File: src/rtl/sys_ctrl_pkg.sv
package sys_ctrl_pkg;

    // ==========================================================
    // register map and fields
    // ==========================================================
    localparam logic [31:0] FLASH_CFG_ADDR = 32'h4003C010;
    localparam logic [31:0] PART_ID_ADDR = 32'h400483F4;
    localparam logic [31:0] PWR_CFG_ADDR = 32'h40048238;
    localparam logic [31:0] SLEEP_CFG_ADDR = 32'h40048230;
    localparam logic [31:0] BOD_CTRL_ADDR = 32'h40048150;
    localparam logic [31:0] MODE_CTRL_ADDR = 32'h40038000;
    localparam logic [31:0] STATUS_ADDR = 32'h40048154;
    localparam logic [31:0] SW_RESET_ADDR = 32'h40048158;
    localparam logic [1:0] WAIT_RESET = 2'h2;
    localparam logic [1:0] WAIT_RSVD = 2'h3;
    localparam logic [29:0] FLASH_CFG_UPPER_RESET = 30'h00000000;
    localparam logic [15:0] PWR_CFG_RESET = 16'hEDF0;
    localparam logic [15:0] SLEEP_CFG_RESET = 16'hEDF8;
    localparam logic [31:0] SW_RESET_KEY = 32'h05FA0004;
    localparam int PWR_IRCOUT = 0;
    localparam int PWR_IRC = 1;
    localparam int PWR_FLASH = 2;
    localparam int PWR_BOD = 3;
    localparam int PWR_WATCHDOG_OSCILLATOR = 6;
    localparam int BOD_RST_BIT = 4;
    localparam int BOD_LVL_LSB = 2;
    localparam int WDT_LOCK_BIT = 5;

    // ==========================================================
    // timing
    // ==========================================================
    localparam int CLK_MHZ = 50;
    localparam int IRC_START_US = 6;
    localparam int FLASH_PWR_US = 100;
    localparam int FLASH_INIT_CYC = 250;
    localparam int IRC_START_CYC = IRC_START_US * CLK_MHZ;
    localparam int FLASH_PWR_CYC = FLASH_PWR_US * CLK_MHZ;

    typedef enum logic [1:0] {
        MODE_ACTIVE = 2'h0,
        MODE_DEEPSLEEP = 2'h1,
        MODE_POWERDOWN = 2'h2,
        MODE_DEEPPD = 2'h3
    } pwr_mode_t;

    typedef enum logic [2:0] {
        SEQ_HOLD = 3'b000,
        SEQ_IRC = 3'b001,
        SEQ_FPWR = 3'b011,
        SEQ_FINIT = 3'b010,
        SEQ_RUN = 3'b110
    } seq_state_t;

    // analog power enables, one bit per block, 1 = powered
    typedef struct packed {
        logic ircOn;
        logic ircOut;
        logic flash;
        logic brownout_detector;
        logic pll;
        logic crystal;
        logic watchdog_oscillator;
        logic adc;
        logic digital;
        logic usb;
    } power_enables_t;

endpackage

File: src/rtl/system_reset_power_control.sv
`timescale 1ns/1ps
// Contract
// - 32-bit read-only part identifier register, also used by programming commands.
// - Wait field bits 1:0 gives value-plus-one flash clocks; resets to 0x2.
// - Chip reset from pin, watchdog, power-on, brown-out or software request.
// - Hold internal reset until pin released, oscillator running, flash initialised.
// - Oscillator starts first; stable after at most 6 us.
// - Flash powers up about 100 us, then initialises about 250 cycles.
// - On release processor fetches from address zero, boot vector.
// - All registers hold reset values when internal reset is released.
// - Internal RC oscillator selected as system clock on reset.
// - Brown-out below selected of four levels gives interrupt or reset per select bit.
// - Brown-out interrupt signal is readable in a status register.
// - Brown-out interrupt wakes deep-sleep/power-down if start bit and controller enable.
// - Enabled brown-out reset wakes chip from deep-sleep or power-down.
// - Four reduced-power modes beyond active: sleep, deep-sleep, power-down, deep PD.
// - Per-mode peripheral power states follow the mode table.
// - Watchdog lock with RC source forces oscillator and output on; here only in deep-sleep and power-down, not in active.
// - Debug is not supported in any reduced-power mode.
// - Power config writes act at once; RC power-down waits for clean stop.
module system_reset_power_control
    import sys_ctrl_pkg::*;
#(
    parameter int FLASH_PWR_CYCLES = FLASH_PWR_CYC,
    parameter logic [31:0] PART_CODE = 32'h1234ABCD // arbitrary value
)(
    // clock and reset
    input wire logic clk_sys,
    input wire logic rst_n,
    // register port
    input wire logic [31:0] regAddr,
    input wire logic [31:0] regWdata,
    input wire logic regWrite,
    input wire logic regRead,
    output logic [31:0] regRdata,
    // reset sources and status
    input wire logic resetPin_n,
    input wire logic watchdogReset,
    input wire logic brownoutLow,
    input wire logic [1:0] brownoutLevelHit,
    input wire logic ircRunning,
    input wire logic ircClockStopped,
    // wake and mode
    input wire logic sleepRequest,
    input wire logic brownoutStartEnable,
    input wire logic brownoutIrqEnabled,
    input wire logic wakeEvent,
    input wire logic watchdogLock,
    input wire logic watchdogIrcSelected,
    // flash access
    input wire logic flashReq,
    input wire logic [31:0] flashRdataIn,
    output logic flashReady,
    output logic [31:0] flashRdata,
    // outputs
    output logic coreReset_n,
    output logic [31:0] bootFetchAddr,
    output logic sysClkIsIrc,
    output logic brownoutIrq,
    output logic debugEnable,
    output logic flashInitStart,
    output power_enables_t powerEnables,
    output pwr_mode_t powerMode
);

    // ==========================================================
    // input synchronisers
    // ==========================================================
    logic [7:0] syncA;
    logic [7:0] syncB;
    always_ff @(posedge clk_sys)
    begin
        syncA <= {resetPin_n, watchdogReset, brownoutLow, brownoutLevelHit,
                  ircRunning, ircClockStopped, wakeEvent};
        syncB <= syncA;
    end
    logic pinRel, wdRst, bodLow, ircOk, ircStopped, wakeSync;
    logic [1:0] bodLvl;
    assign {pinRel, wdRst, bodLow, bodLvl, ircOk, ircStopped, wakeSync} = syncB;

    // ==========================================================
    // registers
    // ==========================================================
    logic [1:0] waitCycles;
    logic [29:0] flashCfgUpper;
    logic [15:0] pwrCfg;
    logic [15:0] sleepCfg;
    logic [7:0] bodCtrl;
    logic [1:0] modeSel;
    logic swReset;
    logic bodIrqLevel;
    logic chipReset;
    logic ircPdPending;
    seq_state_t seqState;

    logic wrFlash, wrPwr, wrSleep, wrBod, wrMode, wrSw;
    assign wrFlash = regWrite && regAddr == FLASH_CFG_ADDR;
    assign wrPwr = regWrite && regAddr == PWR_CFG_ADDR;
    assign wrSleep = regWrite && regAddr == SLEEP_CFG_ADDR;
    assign wrBod = regWrite && regAddr == BOD_CTRL_ADDR;
    assign wrMode = regWrite && regAddr == MODE_CTRL_ADDR;
    assign wrSw = regWrite && regAddr == SW_RESET_ADDR && regWdata == SW_RESET_KEY;

    // brown-out below chosen level; selected level compared to detector level
    logic bodTrip;
    assign bodTrip = bodLow && (bodLvl >= bodCtrl[BOD_LVL_LSB +: 2]);
    logic bodResetEvent;
    assign bodResetEvent = bodTrip && bodCtrl[BOD_RST_BIT];

    // flash config; all config registers reload while chip reset is active
    always_ff @(posedge clk_sys)
    begin
        if (chipReset)
        begin
            waitCycles <= WAIT_RESET;
            flashCfgUpper <= FLASH_CFG_UPPER_RESET;
        end
        else if (wrFlash)
        begin
            waitCycles <= regWdata[1:0];
            flashCfgUpper <= regWdata[31:2];
        end
    end

    // power config; RC power-down is deferred until its clock has stopped cleanly
    always_ff @(posedge clk_sys)
    begin
        if (chipReset)
        begin
            pwrCfg <= PWR_CFG_RESET;
            ircPdPending <= 1'b0;
        end
        else if (wrPwr)
        begin
            // power-up acts at once and beats a clean stop landing with the write; a power-down write lets that stop complete
            pwrCfg <= {regWdata[15:2],
                       regWdata[PWR_IRC] && (pwrCfg[PWR_IRC] || (ircPdPending && ircStopped)),
                       regWdata[0]};
            ircPdPending <= regWdata[PWR_IRC] && !pwrCfg[PWR_IRC] &&
                            !(ircPdPending && ircStopped);
        end
        else if (ircPdPending && ircStopped)
        begin
            pwrCfg[PWR_IRC] <= 1'b1;
            ircPdPending <= 1'b0;
        end
    end

    // sleep config, brown-out control and mode select
    always_ff @(posedge clk_sys)
    begin
        if (chipReset)
        begin
            sleepCfg <= SLEEP_CFG_RESET;
            bodCtrl <= 8'h00;
            modeSel <= 2'h0;
        end
        else
        begin
            if (wrSleep)
                sleepCfg <= regWdata[15:0];
            if (wrBod)
                bodCtrl <= regWdata[7:0];
            if (wrMode)
                modeSel <= regWdata[1:0];
        end
    end

    // software reset request is a one-cycle pulse into the reset merge
    always_ff @(posedge clk_sys)
    begin
        if (!rst_n)
            swReset <= 1'b0;
        else
            swReset <= wrSw && !chipReset;
    end

    // ==========================================================
    // reset merge and start-up sequence
    // ==========================================================
    always_ff @(posedge clk_sys)
    begin
        chipReset <= !rst_n || !pinRel || wdRst || bodResetEvent || swReset;
    end

    localparam int CNT_W = 20;
    logic [CNT_W-1:0] seqCount;
    always_ff @(posedge clk_sys)
    begin
        if (chipReset)
        begin
            seqState <= SEQ_HOLD;
            seqCount <= '0;
        end
        else
        begin
            seqCount <= seqCount + 1'b1;
            case (seqState)
                SEQ_HOLD:
                begin
                    seqState <= SEQ_IRC;
                    seqCount <= '0;
                end
                SEQ_IRC:
                    if (ircOk && seqCount >= CNT_W'(IRC_START_CYC - 1))
                    begin
                        seqState <= SEQ_FPWR;
                        seqCount <= '0;
                    end
                SEQ_FPWR:
                    if (seqCount >= CNT_W'(FLASH_PWR_CYCLES - 1))
                    begin
                        seqState <= SEQ_FINIT;
                        seqCount <= '0;
                    end
                SEQ_FINIT:
                    if (seqCount >= CNT_W'(FLASH_INIT_CYC - 1))
                        seqState <= SEQ_RUN;
                SEQ_RUN:
                    seqCount <= '0;
                default:
                    seqState <= SEQ_HOLD;
            endcase
        end
    end

    // internal reset released only with pin released and oscillator running
    always_ff @(posedge clk_sys)
    begin
        if (chipReset)
        begin
            coreReset_n <= 1'b0;
            flashInitStart <= 1'b0;
        end
        else
        begin
            coreReset_n <= seqState == SEQ_RUN && pinRel && ircOk;
            flashInitStart <= seqState == SEQ_FPWR &&
                              seqCount >= CNT_W'(FLASH_PWR_CYCLES - 1);
        end
    end

    // boot vector and clock source fixed at reset
    always_ff @(posedge clk_sys)
    begin
        if (chipReset)
        begin
            bootFetchAddr <= 32'h00000000;
            sysClkIsIrc <= 1'b1;
        end
    end

    // ==========================================================
    // brown-out interrupt and power modes
    // ==========================================================
    always_ff @(posedge clk_sys)
    begin
        if (chipReset)
        begin
            bodIrqLevel <= 1'b0;
            brownoutIrq <= 1'b0;
        end
        else
        begin
            bodIrqLevel <= bodTrip;
            brownoutIrq <= bodTrip && !bodCtrl[BOD_RST_BIT];
        end
    end

    // mode entry on sleep request; brown-out irq or other wake returns to active, except from deep power-down
    logic bodWake;
    assign bodWake = bodTrip && brownoutStartEnable && brownoutIrqEnabled;
    always_ff @(posedge clk_sys)
    begin
        if (chipReset)
            powerMode <= MODE_ACTIVE;
        else if (powerMode != MODE_ACTIVE && powerMode != MODE_DEEPPD &&
                 (bodWake || wakeSync))
            powerMode <= MODE_ACTIVE;
        else if (sleepRequest && powerMode == MODE_ACTIVE)
            powerMode <= pwr_mode_t'(modeSel);
    end

    // plain sleep is the active code with the core halted; debug off in any low mode
    always_ff @(posedge clk_sys)
    begin
        if (chipReset)
            debugEnable <= 1'b0;
        else
            debugEnable <= powerMode == MODE_ACTIVE && !sleepRequest;
    end

    // per-mode power enables; config bits are power-down bits, so invert
    logic lockIrc;
    assign lockIrc = watchdogLock && watchdogIrcSelected;
    power_enables_t next_enables;
    always_comb
    begin
        next_enables = '{ircOn: !pwrCfg[PWR_IRC], ircOut: !pwrCfg[PWR_IRCOUT],
                         flash: !pwrCfg[PWR_FLASH], brownout_detector: !pwrCfg[PWR_BOD],
                         pll: !pwrCfg[7], crystal: !pwrCfg[5], watchdog_oscillator: !pwrCfg[PWR_WATCHDOG_OSCILLATOR],
                         adc: !pwrCfg[4], digital: 1'b1, usb: !pwrCfg[10]};
        case (powerMode)
            MODE_ACTIVE:
                ; // sleep too: software configurable
            MODE_DEEPSLEEP, MODE_POWERDOWN:
            begin
                next_enables = '0;
                next_enables.ircOn = (powerMode == MODE_DEEPSLEEP) || lockIrc;
                next_enables.ircOut = lockIrc;
                next_enables.flash = powerMode == MODE_DEEPSLEEP;
                next_enables.brownout_detector = !sleepCfg[PWR_BOD];
                next_enables.watchdog_oscillator = !sleepCfg[PWR_WATCHDOG_OSCILLATOR];
            end
            default:
                next_enables = '0;
        endcase
    end
    always_ff @(posedge clk_sys)
    begin
        if (chipReset)
            powerEnables <= '{ircOn: 1'b1, ircOut: 1'b1, flash: 1'b1, brownout_detector: 1'b1,
                              default: 1'b0};
        else
            powerEnables <= next_enables;
    end

    // ==========================================================
    // flash wait-state stall
    // ==========================================================
    logic [1:0] waitCount;
    logic flashBusy;
    always_ff @(posedge clk_sys)
    begin
        if (chipReset)
        begin
            flashBusy <= 1'b0;
            waitCount <= 2'h0;
            flashReady <= 1'b0;
            flashRdata <= 32'h00000000;
        end
        else
        begin
            flashReady <= 1'b0;
            if (!flashBusy && flashReq)
            begin
                flashBusy <= 1'b1;
                waitCount <= 2'h0;
            end
            else if (flashBusy)
            begin
                waitCount <= waitCount + 2'h1;
                if (waitCount == waitCycles || waitCount == WAIT_RSVD)
                begin
                    flashBusy <= 1'b0;
                    flashReady <= 1'b1;
                    flashRdata <= flashRdataIn;
                end
            end
        end
    end

    // ==========================================================
    // read port
    // ==========================================================
    always_ff @(posedge clk_sys)
    begin
        if (!rst_n)
            regRdata <= 32'h00000000;
        else if (regRead)
            case (regAddr)
                FLASH_CFG_ADDR: regRdata <= {flashCfgUpper, waitCycles};
                PART_ID_ADDR: regRdata <= PART_CODE;
                PWR_CFG_ADDR: regRdata <= {16'h0000, pwrCfg};
                SLEEP_CFG_ADDR: regRdata <= {16'h0000, sleepCfg};
                BOD_CTRL_ADDR: regRdata <= {24'h000000, bodCtrl};
                MODE_CTRL_ADDR: regRdata <= {30'h00000000, modeSel};
                STATUS_ADDR: regRdata <= {29'h00000000, powerMode, bodIrqLevel};
                default: regRdata <= 32'h00000000;
            endcase
        else
            regRdata <= 32'h00000000;
    end

    // ==========================================================
    // checks
    // ==========================================================
    property p_wait_reset;
        @(posedge clk_sys) disable iff (!rst_n)
        $fell(chipReset) |-> waitCycles == WAIT_RESET;
    endproperty
    a_wait_reset: assert property (p_wait_reset) else $error("wait reset value");

    property p_flash_latency;
        @(posedge clk_sys) disable iff (!rst_n || chipReset)
        (!flashBusy && flashReq && waitCycles == 2'h0 && !wrFlash) |=> ##1 flashReady;
    endproperty
    a_flash_latency: assert property (p_flash_latency) else $error("flash latency");

    property p_reset_hold;
        @(posedge clk_sys) disable iff (!rst_n)
        (seqState != SEQ_RUN) |=> !coreReset_n;
    endproperty
    a_reset_hold: assert property (p_reset_hold) else $error("early release");

    property p_pin_reset;
        @(posedge clk_sys) !pinRel |-> ##1 chipReset ##1 !coreReset_n;
    endproperty
    a_pin_reset: assert property (p_pin_reset) else $error("pin reset missed");

    property p_part_id;
        @(posedge clk_sys) disable iff (!rst_n)
        regRead && regAddr == PART_ID_ADDR |=> regRdata == PART_CODE;
    endproperty
    a_part_id: assert property (p_part_id) else $error("part id");

    property p_bod_irq;
        @(posedge clk_sys) disable iff (!rst_n || chipReset)
        (bodTrip && !bodCtrl[BOD_RST_BIT]) |=> brownoutIrq;
    endproperty
    a_bod_irq: assert property (p_bod_irq) else $error("bod irq");

    property p_deep_pd_off;
        @(posedge clk_sys) disable iff (!rst_n || chipReset)
        powerMode == MODE_DEEPPD |=> powerEnables == '0;
    endproperty
    a_deep_pd_off: assert property (p_deep_pd_off) else $error("deep pd power");

    property p_no_debug;
        @(posedge clk_sys) disable iff (!rst_n)
        powerMode != MODE_ACTIVE |=> !debugEnable;
    endproperty
    a_no_debug: assert property (p_no_debug) else $error("debug in low mode");

endmodule // system_reset_power_control

File: config.mk
export PLATFORM = sky130hd
export DESIGN_NAME = system_reset_power_control
export DESIGN_NICKNAME = d
export VERILOG_FILES = /design/src/rtl/sys_ctrl_pkg.sv /design/src/rtl/system_reset_power_control.sv
export SDC_FILE = /design/constraint.sdc
export NUM_CORES = 1
export LEC_CHECK = 0
export BUFFER_PORTS_ARGS = -buffer_cell sky130_fd_sc_hd__buf_4
export CORE_MARGIN = 10
export CORE_UTILIZATION = 52
export CTS_CLUSTER_DIAMETER = 150
export DETAILED_ROUTE_END_ITERATION = 6
export GPL_TIMING_DRIVEN = 0
export HOLD_SLACK_MARGIN = 0.02
export PLACE_DENSITY = 0.79
export SLEW_MARGIN = 20
export SYNTH_ARGS = -nofsm -noshare
export SYNTH_HDL_FRONTEND = slang
export SYNTH_SLANG_ARGS = --single-unit
File: constraint.sdc
create_clock -name clk_sys -period 2.7 [get_ports clk_sys]
set_input_delay 0.405 -clock clk_sys [delete_from_list [all_inputs] [get_ports clk_sys]]
set_output_delay 0.405 -clock clk_sys [all_outputs]
set_load 0.01 [all_outputs]
==> results of run 1 <==
repair_timing:
| item | in CTS | in global routing |
|---|---|---|
| hold endpoints to repair | 8 | 0 |
| gates resized for setup | 0 | 0 |
| hold buffers | 8 | 0 |
final cells by class:
class                      count  area, um^2
tap                          211         264
sequential                   201        4020
clock buffer                  35         638
fill                        1216        4550
multi-input combinational    601        3770
timing repair buffer         201        1530
inverter                      21        78.8
clock inverter                 2        13.8
buffer                        79         447
worst max-delay path: stages:
cell and delay [ns]:
buf_4 0.12, nor4b_2 0.44, nand4_1 0.24, buf_2 0.26
nor4_1 0.28, buf_2 0.33, buf_4 0.29, mux2i_1 0.22
nand2_1 0.07
logic make-up after synthesis:
kind of cell | Yosys count | synth area share (%)
xor+xnor | 20 | 2.13
fa+ha+maj | 10 | 1.52
buf+inv | 100 | 6.40
simple gates | 353 | 21.7
compound gates | 88 | 7.27
flops | 201 | 49.0
mux | 97 | 11.9
other cells | 2 | 0.0915
state kept, by name (all words and copies together) (netlist names), 2 cells and up:
name           flops
flashRdata        32
regRdata          32
flashCfgUpper     30
seqCount          20
pwrCfg            16
sleepCfg          16
powerEnables      10
bodCtrl            8
syncA              8
syncB              8
seqState           3
modeSel            2
powerMode          2
waitCount          2
waitCycles         2
per-stage QoR:
stage	hold WS, ns	TNS (ns)
floorplan	0.310	0
global placement	0.311	-0.323
detailed placement	0.312	-0.928
CTS	0.105	0
global route	0.106	0
finish	0.116	0
cell usage after synthesis (all sizes together), types with 5 or more instances:
| cell type | n | area share (%) |
|---|---|---|
| o22a | 5 | 0.53 |
| a32oi | 5 | 0.53 |
| nor3 | 20 | 1.3 |
| a21oi | 29 | 1.8 |
| nor4 | 19 | 2.3 |
| xor2 | 9 | 0.96 |
| nand2 | 88 | 4.0 |
| and2 | 17 | 1.3 |
| a21o | 6 | 0.55 |
| nor2 | 126 | 5.8 |
| xnor2 | 11 | 1.2 |
| o211ai | 6 | 0.55 |
| a211oi | 6 | 0.55 |
| inv | 20 | 0.91 |
| buf | 48 | 4.0 |
| o21ai | 7 | 0.43 |
| mux2i | 94 | 11 |
| dfxtp | 201 | 49 |
| nand4 | 13 | 1.2 |
| ha | 10 | 1.5 |
| nand3 | 39 | 2.4 |
| nor4b | 6 | 1.1 |
| clkbuf | 31 | 1.4 |
final timing paths:
path / startpoint / to / slack [ns] / cells past startpoint
max: regAddr[13] / pwrCfg[15] / 0.39 / 9
max reg2reg: seqCount[0] / seqCount[9] / 0.44 / 7
min: sleepRequest / debugEnable / 0.12 / 2
min reg2reg: syncA[4] / syncB[4] / 0.33 / 0
power breakdown:
part / switching, mW / leakage (nW) / internal [mW]
clock network: 1.11 / 0.320 / 1.60
logic: 0.151 / 2.20 / 0.171
registers: 0.00764 / 1.63 / 2.98
layout by cell type, fill, tap and decap left out, drive strengths merged, types with 5 or more instances in the layout:
| cell | count |
|---|---|
| a32oi | 5 |
| o21ai | 7 |
| buf | 241 |
| nor4b | 6 |
| inv | 21 |
| clkbuf | 66 |
| a21oi | 29 |
| a211oi | 6 |
| a21o | 6 |
| o211ai | 6 |
| mux2i | 94 |
| conb | 33 |
| ha | 10 |
| and2 | 17 |
| nor4 | 19 |
| dlygate4sd3 | 8 |
| o22a | 5 |
| nor3 | 20 |
| dfxtp | 201 |
| nand4 | 13 |
| nor2 | 126 |
| xor2 | 9 |
| xnor2 | 11 |
| nand3 | 39 |
| nand2 | 88 |
layer usage:
metal	vias up	wire length (um)	global-route usage [%]
met5	-	0	0
met4	0	533	5.06
met3	44	1970	6.36
met2	279	11400	37.2
met1	3263	9720	25.4
li1	3443	-	-
==> impl_metrics.env, run 1 <==
export IMPL_start_util_pct=53.6
export IMPL_row_count=45
export IMPL_power_total_mw=6.02
export IMPL_cp_arrival_ns=2.66
export IMPL_hp_class="input pin to flip-flop"
export IMPL_cp_end_kind="flip-flop"
export IMPL_crit_type="input pin to flip-flop"
export IMPL_core_area_mm2=0.0153
export IMPL_synth_area_mm2=0.00821
export IMPL_overflow=0
export IMPL_final_cell_area_mm2=0.0108
export IMPL_root_buffer="clkbuf_16"
export IMPL_grt_pass1_vias=7099
export IMPL_critPathRequiredTime_ns=3.05
export IMPL_dp_cells=1306
export IMPL_drt_vias_per_instance=5.20
export IMPL_areaGrowthSynthToFinish_pct=31.2
export IMPL_die_w_um=146
export IMPL_cts_sinks=201
export IMPL_wire_per_inst_um=17.5
export IMPL_ys_seq_area_share_pct=49.0
export IMPL_antenna_found_initial=0
export IMPL_fin_crit_ns=2.31
export IMPL_grt_usage_pct=21.4
export IMPL_cts_inserted_buffers=21
export IMPL_drtAntennaViolNets=0
export IMPL_nets=1250
export IMPL_portBuffers=193
export IMPL_yosysWarnings=0
export IMPL_die_area_mm2=0.0212
export IMPL_synthCells=871
export IMPL_path_max_fanout=10
export IMPL_hold_viol_final=0
export IMPL_insertedDiodeCount=0
export IMPL_ys_seq_elements=201
export IMPL_worst_pin_slew_ns=0.801
export IMPL_vias=7029
export IMPL_cts_tree="built"
export IMPL_ir_drop_uv=569
export IMPL_drt_total_wl_mm=23.7
export IMPL_clk_latency_ns=0.49
export IMPL_synth_cell_types=62
export IMPL_rsz0062_at_grt="no"
export IMPL_cp_start_kind="input pin"
export IMPL_syn_area_per_cell_um2=9.42
export IMPL_maxSlewViolCount=0
export IMPL_status="finished clean"
export IMPL_h_tree_depth=1
export IMPL_placed_area_mm2=0.0100
export IMPL_fmax_mhz=432
export IMPL_setup_ws_ns=0.387
export IMPL_power_leakage_nw=4.14
export IMPL_post_route_period_util_pct=85.7
export IMPL_hpwl_mm=18.0
export IMPL_dp_slack_ns=-0.112
export IMPL_drive_gt1_share_pct=25.2
export IMPL_grt_max_degree=14
export IMPL_cap_violations=0
export IMPL_slew_headroom_pct=46.2
export IMPL_clk_pin_slew_ns=0.06
export IMPL_utilization_pct=70.3
export IMPL_clock_path_buffers=3
export IMPL_yosys_most_used_dff="dfxtp_1"
export IMPL_layout_cells_non_filler=1351
export IMPL_async_flop_share_pct=0
export IMPL_drtIter0Drc=588
export IMPL_pin_count=228
export IMPL_finalClockSkew_ns=0.00732
export IMPL_setup_viol_count_final=0
export IMPL_drcViolationCount=0
export IMPL_grt_pass1_wl_mm=37.9
export IMPL_gp_congestion=0.961
export IMPL_synth_edf_count=0
export IMPL_post_cts_buffers=0
export IMPL_power_density_mw_per_mm2=559
export IMPL_drtPass1Iterations=5
export IMPL_fp_dieH_um=146
Note: power is estimated with default switching activity, not from simulation.
==> inputs of run 2 (changes only) <==
ABC_AREA = 1   (was default)
CORE_UTILIZATION = 53   (was 52)
==> run 2 against run 1 <==
  * Clock-buffer cell count down 9
  * Die area up 2.1%
  * First-iteration DRC count down 22%
  * Critical path depth down 3
  * Clock power up 13%
  * Core utilization up 0.37 points
  * Flip-flop and latch count unchanged
  * Cell count up 18%
  * Synthesized area up 4.4%
  * Highest routed layer unchanged
  * Fmax up 8.3%
  * Clock skew up 0.0018 ns
  * Largest cell class unchanged
==> impl_metrics.env, run 2 <==
export IMPL_status="finished clean"
export IMPL_vias=7974
export IMPL_mostFrequentLayoutCell="buf_4"
export IMPL_ys_seq_elements=201
export IMPL_most_common_layout_cells="buf_4, nand2_1, dfxtp_1, inv_1, nor2_1"
export IMPL_hold_viol_final=0
export IMPL_fp_dieH_um=147
export IMPL_slowest_delay_ns=0.38
export IMPL_grt_pass1_wl_mm=39.1
export IMPL_finalClockSkew_ns=0.00909
export IMPL_clk_pin_slew_ns=0.06
export IMPL_synth_top_cell_area_share_pct=47.0
export IMPL_r2r_start="chipReset"
export IMPL_crit_path_frequent_cell="clkbuf_1"
export IMPL_power_leakage_nw=5.25
export IMPL_synth_cell_types=45
export IMPL_grt_pass1_vias=7861
export IMPL_clk_latency_ns=0.49
export IMPL_crit_type="flip-flop to flip-flop"
export IMPL_row_count=46
export IMPL_areaGrowthSynthToFinish_pct=31.1
export IMPL_utilization_pct=70.7
export IMPL_setup_ws_ns=0.565
export IMPL_placed_area_mm2=0.0104
export IMPL_syn_area_per_cell_um2=7.68
export IMPL_drtIter0Drc=456
export IMPL_rsz0062_at_grt="no"
export IMPL_final_cell_area_mm2=0.0112
export IMPL_cts_sinks=201
export IMPL_r2r_slack_ns=0.56
export IMPL_top_regs="flashRdata: 32 flops, regRdata: 32 flops, flashCfgUpper: 30 flops"
export IMPL_pin_count=228
export IMPL_insertedDiodeCount=0
export IMPL_dp_slack_ns=0.588
export IMPL_yosysWarnings=0
export IMPL_crit_slowest_cell="clkbuf_1"
export IMPL_worstPathCellList="clkbuf_1 -> clkinv_1 -> clkbuf_1 -> clkbuf_1 -> nand3_1 -> inv_1"
export IMPL_cp_start_kind="flip-flop"
export IMPL_h_tree_depth=1
export IMPL_die_w_um=147
export IMPL_wire_per_inst_um=15.4
export IMPL_n_fill_cell=1335
export IMPL_fmax_mhz=468
export IMPL_drt_total_wl_mm=24.6
export IMPL_gp_congestion=0.890
export IMPL_hp_class="input pin to flip-flop"
export IMPL_clock_path_buffers=3
export IMPL_yosysTopAreaCell="dfxtp_1"
export IMPL_cp_end_kind="flip-flop"
export IMPL_synthCells=1115
export IMPL_cap_violations=0
export IMPL_portBuffers=194
export IMPL_fin_crit_ns=2.14
export IMPL_async_flop_share_pct=0
export IMPL_maxSlewViolCount=0
export IMPL_hpwl_mm=18.4
export IMPL_whs_endpoint="flashRdata[20]"
export IMPL_critPathRequiredTime_ns=3.09
export IMPL_ys_seq_area_share_pct=47.0
export IMPL_synth_common_cells="nand2_1, dfxtp_1, inv_1"
export IMPL_drcViolationCount=0
export IMPL_cts_inserted_buffers=22
export IMPL_grt_usage_pct=21.5
export IMPL_cts_tree="built"
export IMPL_post_route_period_util_pct=79.1
export IMPL_die_area_mm2=0.0217
export IMPL_cp_arrival_ns=2.53
export IMPL_yosysMostFrequentCell="nand2_1"
export IMPL_worstRegToRegCells=6
export IMPL_ir_drop_uv=584
export IMPL_r2r_end="seqCount[6]"
export IMPL_nets=1496
export IMPL_tns_ns=0
export IMPL_power_total_mw=6.39
export IMPL_worst_pin_slew_ns=0.628
export IMPL_yosys_most_used_dff="dfxtp_1"
export IMPL_critical_path_startpoint="chipReset"
export IMPL_synth_area_mm2=0.00857
export IMPL_yosys_top_cells_area="dfxtp_1, nand2_1, inv_1"
export IMPL_power_density_mw_per_mm2=569
export IMPL_hp_start="flashRdataIn[20]"
export IMPL_path_max_fanout=10
export IMPL_antenna_found_initial=0
export IMPL_drt_vias_per_instance=4.98
export IMPL_drtPass1Iterations=5
export IMPL_start_util_pct=53.9
export IMPL_overflow=0
export IMPL_grt_max_degree=14
export IMPL_root_buffer="clkbuf_16"
export IMPL_slew_headroom_pct=58.1
export IMPL_core_area_mm2=0.0159
export IMPL_drtAntennaViolNets=0
export IMPL_whs_path_depth=3
export IMPL_drive_gt1_share_pct=23.9
export IMPL_setup_viol_count_final=0
export IMPL_synth_edf_count=0
## run 2: cell types whose count changed after synthesis, moves of 9 or more
cell	change
nand2_1	+133
inv_1	+112
mux2i_1	-94
o21ai_0	+60
nand3_1	+46
a21oi_1	+33
nor2_2	+23
nor2_1	-18
and2_1	-16
o211ai_1	+13
nand4_1	+12
nor4_1	-11
clkbuf_1	-9
xnor2_1	-9
## run 2: worst max-delay path: cells and delay by family, from the launching register on
| family | cells | cell delay [ns] |
|---|---|---|
| buffers and inverters | 5 | 1.53 |
| and+or+nand+nor | 1 | 0.20 |
| DFF | 1 | 0.31 |
## run 2: kinds of logic (layout without fill, tap and decap cells)
| logic type | after synthesis | after routing | share of synthesized area [%] |
|---|---|---|---|
| buf+inv | 211 | 449 | 11.7 |
| other cells | 2 | 33 | 0.0877 |
| simple gates | 518 | 518 | 28.4 |
| fa+ha+maj | 10 | 10 | 1.46 |
| compound gates | 160 | 160 | 10.0 |
| xor+xnor | 13 | 13 | 1.33 |
| flops | 201 | 201 | 47.0 |
## run 2: what timing repair did
action	in CTS	in global routing
buffers inserted	0	0
hold endpoints to repair	8	0
resized for setup	0	0
hold buffers	8	0
## run 2: worst max-delay path by stage
| stage | endpoint | slack, ns |
|---|---|---|
| 3_3_place_gp | seqCount[15] | 0.64 |
| 3_5_place_dp | seqCount[14] | 0.59 |
| 5_1_grt | seqCount[6] | 0.45 |
| 6_report | seqCount[6] | 0.56 |
| 2_1_floorplan | regRdata[0] | 1.05 |
| 4_1_cts | seqCount[6] | 0.57 |
## run 2: area by class of cell
| class | count | area, um^2 | share of cell area [%] |
|---|---|---|---|
| plain buffers | 75 | 487 | 4.33 |
| clock inverters | 10 | 133 | 1.18 |
| repair buffers | 202 | 1540 | 13.7 |
| flip-flops and latches | 201 | 4020 | 35.8 |
| inverters | 136 | 514 | 4.58 |
| clock buffers | 26 | 607 | 5.40 |
| well taps | 216 | 270 | 2.41 |
| multi-input cells | 734 | 3660 | 32.6 |
## run 2: power breakdown
group	total [mW]	leakage (nW)	internal (mW)	switching, mW
combinational	0.345	3.26	0.172	0.173
sequential	2.99	1.63	2.98	0.00621
clock	3.05	0.370	1.88	1.17
## run 2: through the flow
step / hold slack, ns / instances
final: 0.0934 / 1600
after global routing: 0.0928 / 1600
after CTS: 0.0833 / 1600
after detailed placement: 0.312 / 1556
after global placement: 0.311 / 1556
after floorplan: 0.310 / 1146
## run 2: routing by layer
| metal | wire (um) | GRT usage (%) |
|---|---|---|
| met5 | 0 | 0 |
| met4 | 540 | 5.80 |
| met3 | 2420 | 7.59 |
| met2 | 11900 | 37.6 |
| met1 | 9700 | 24.4 |
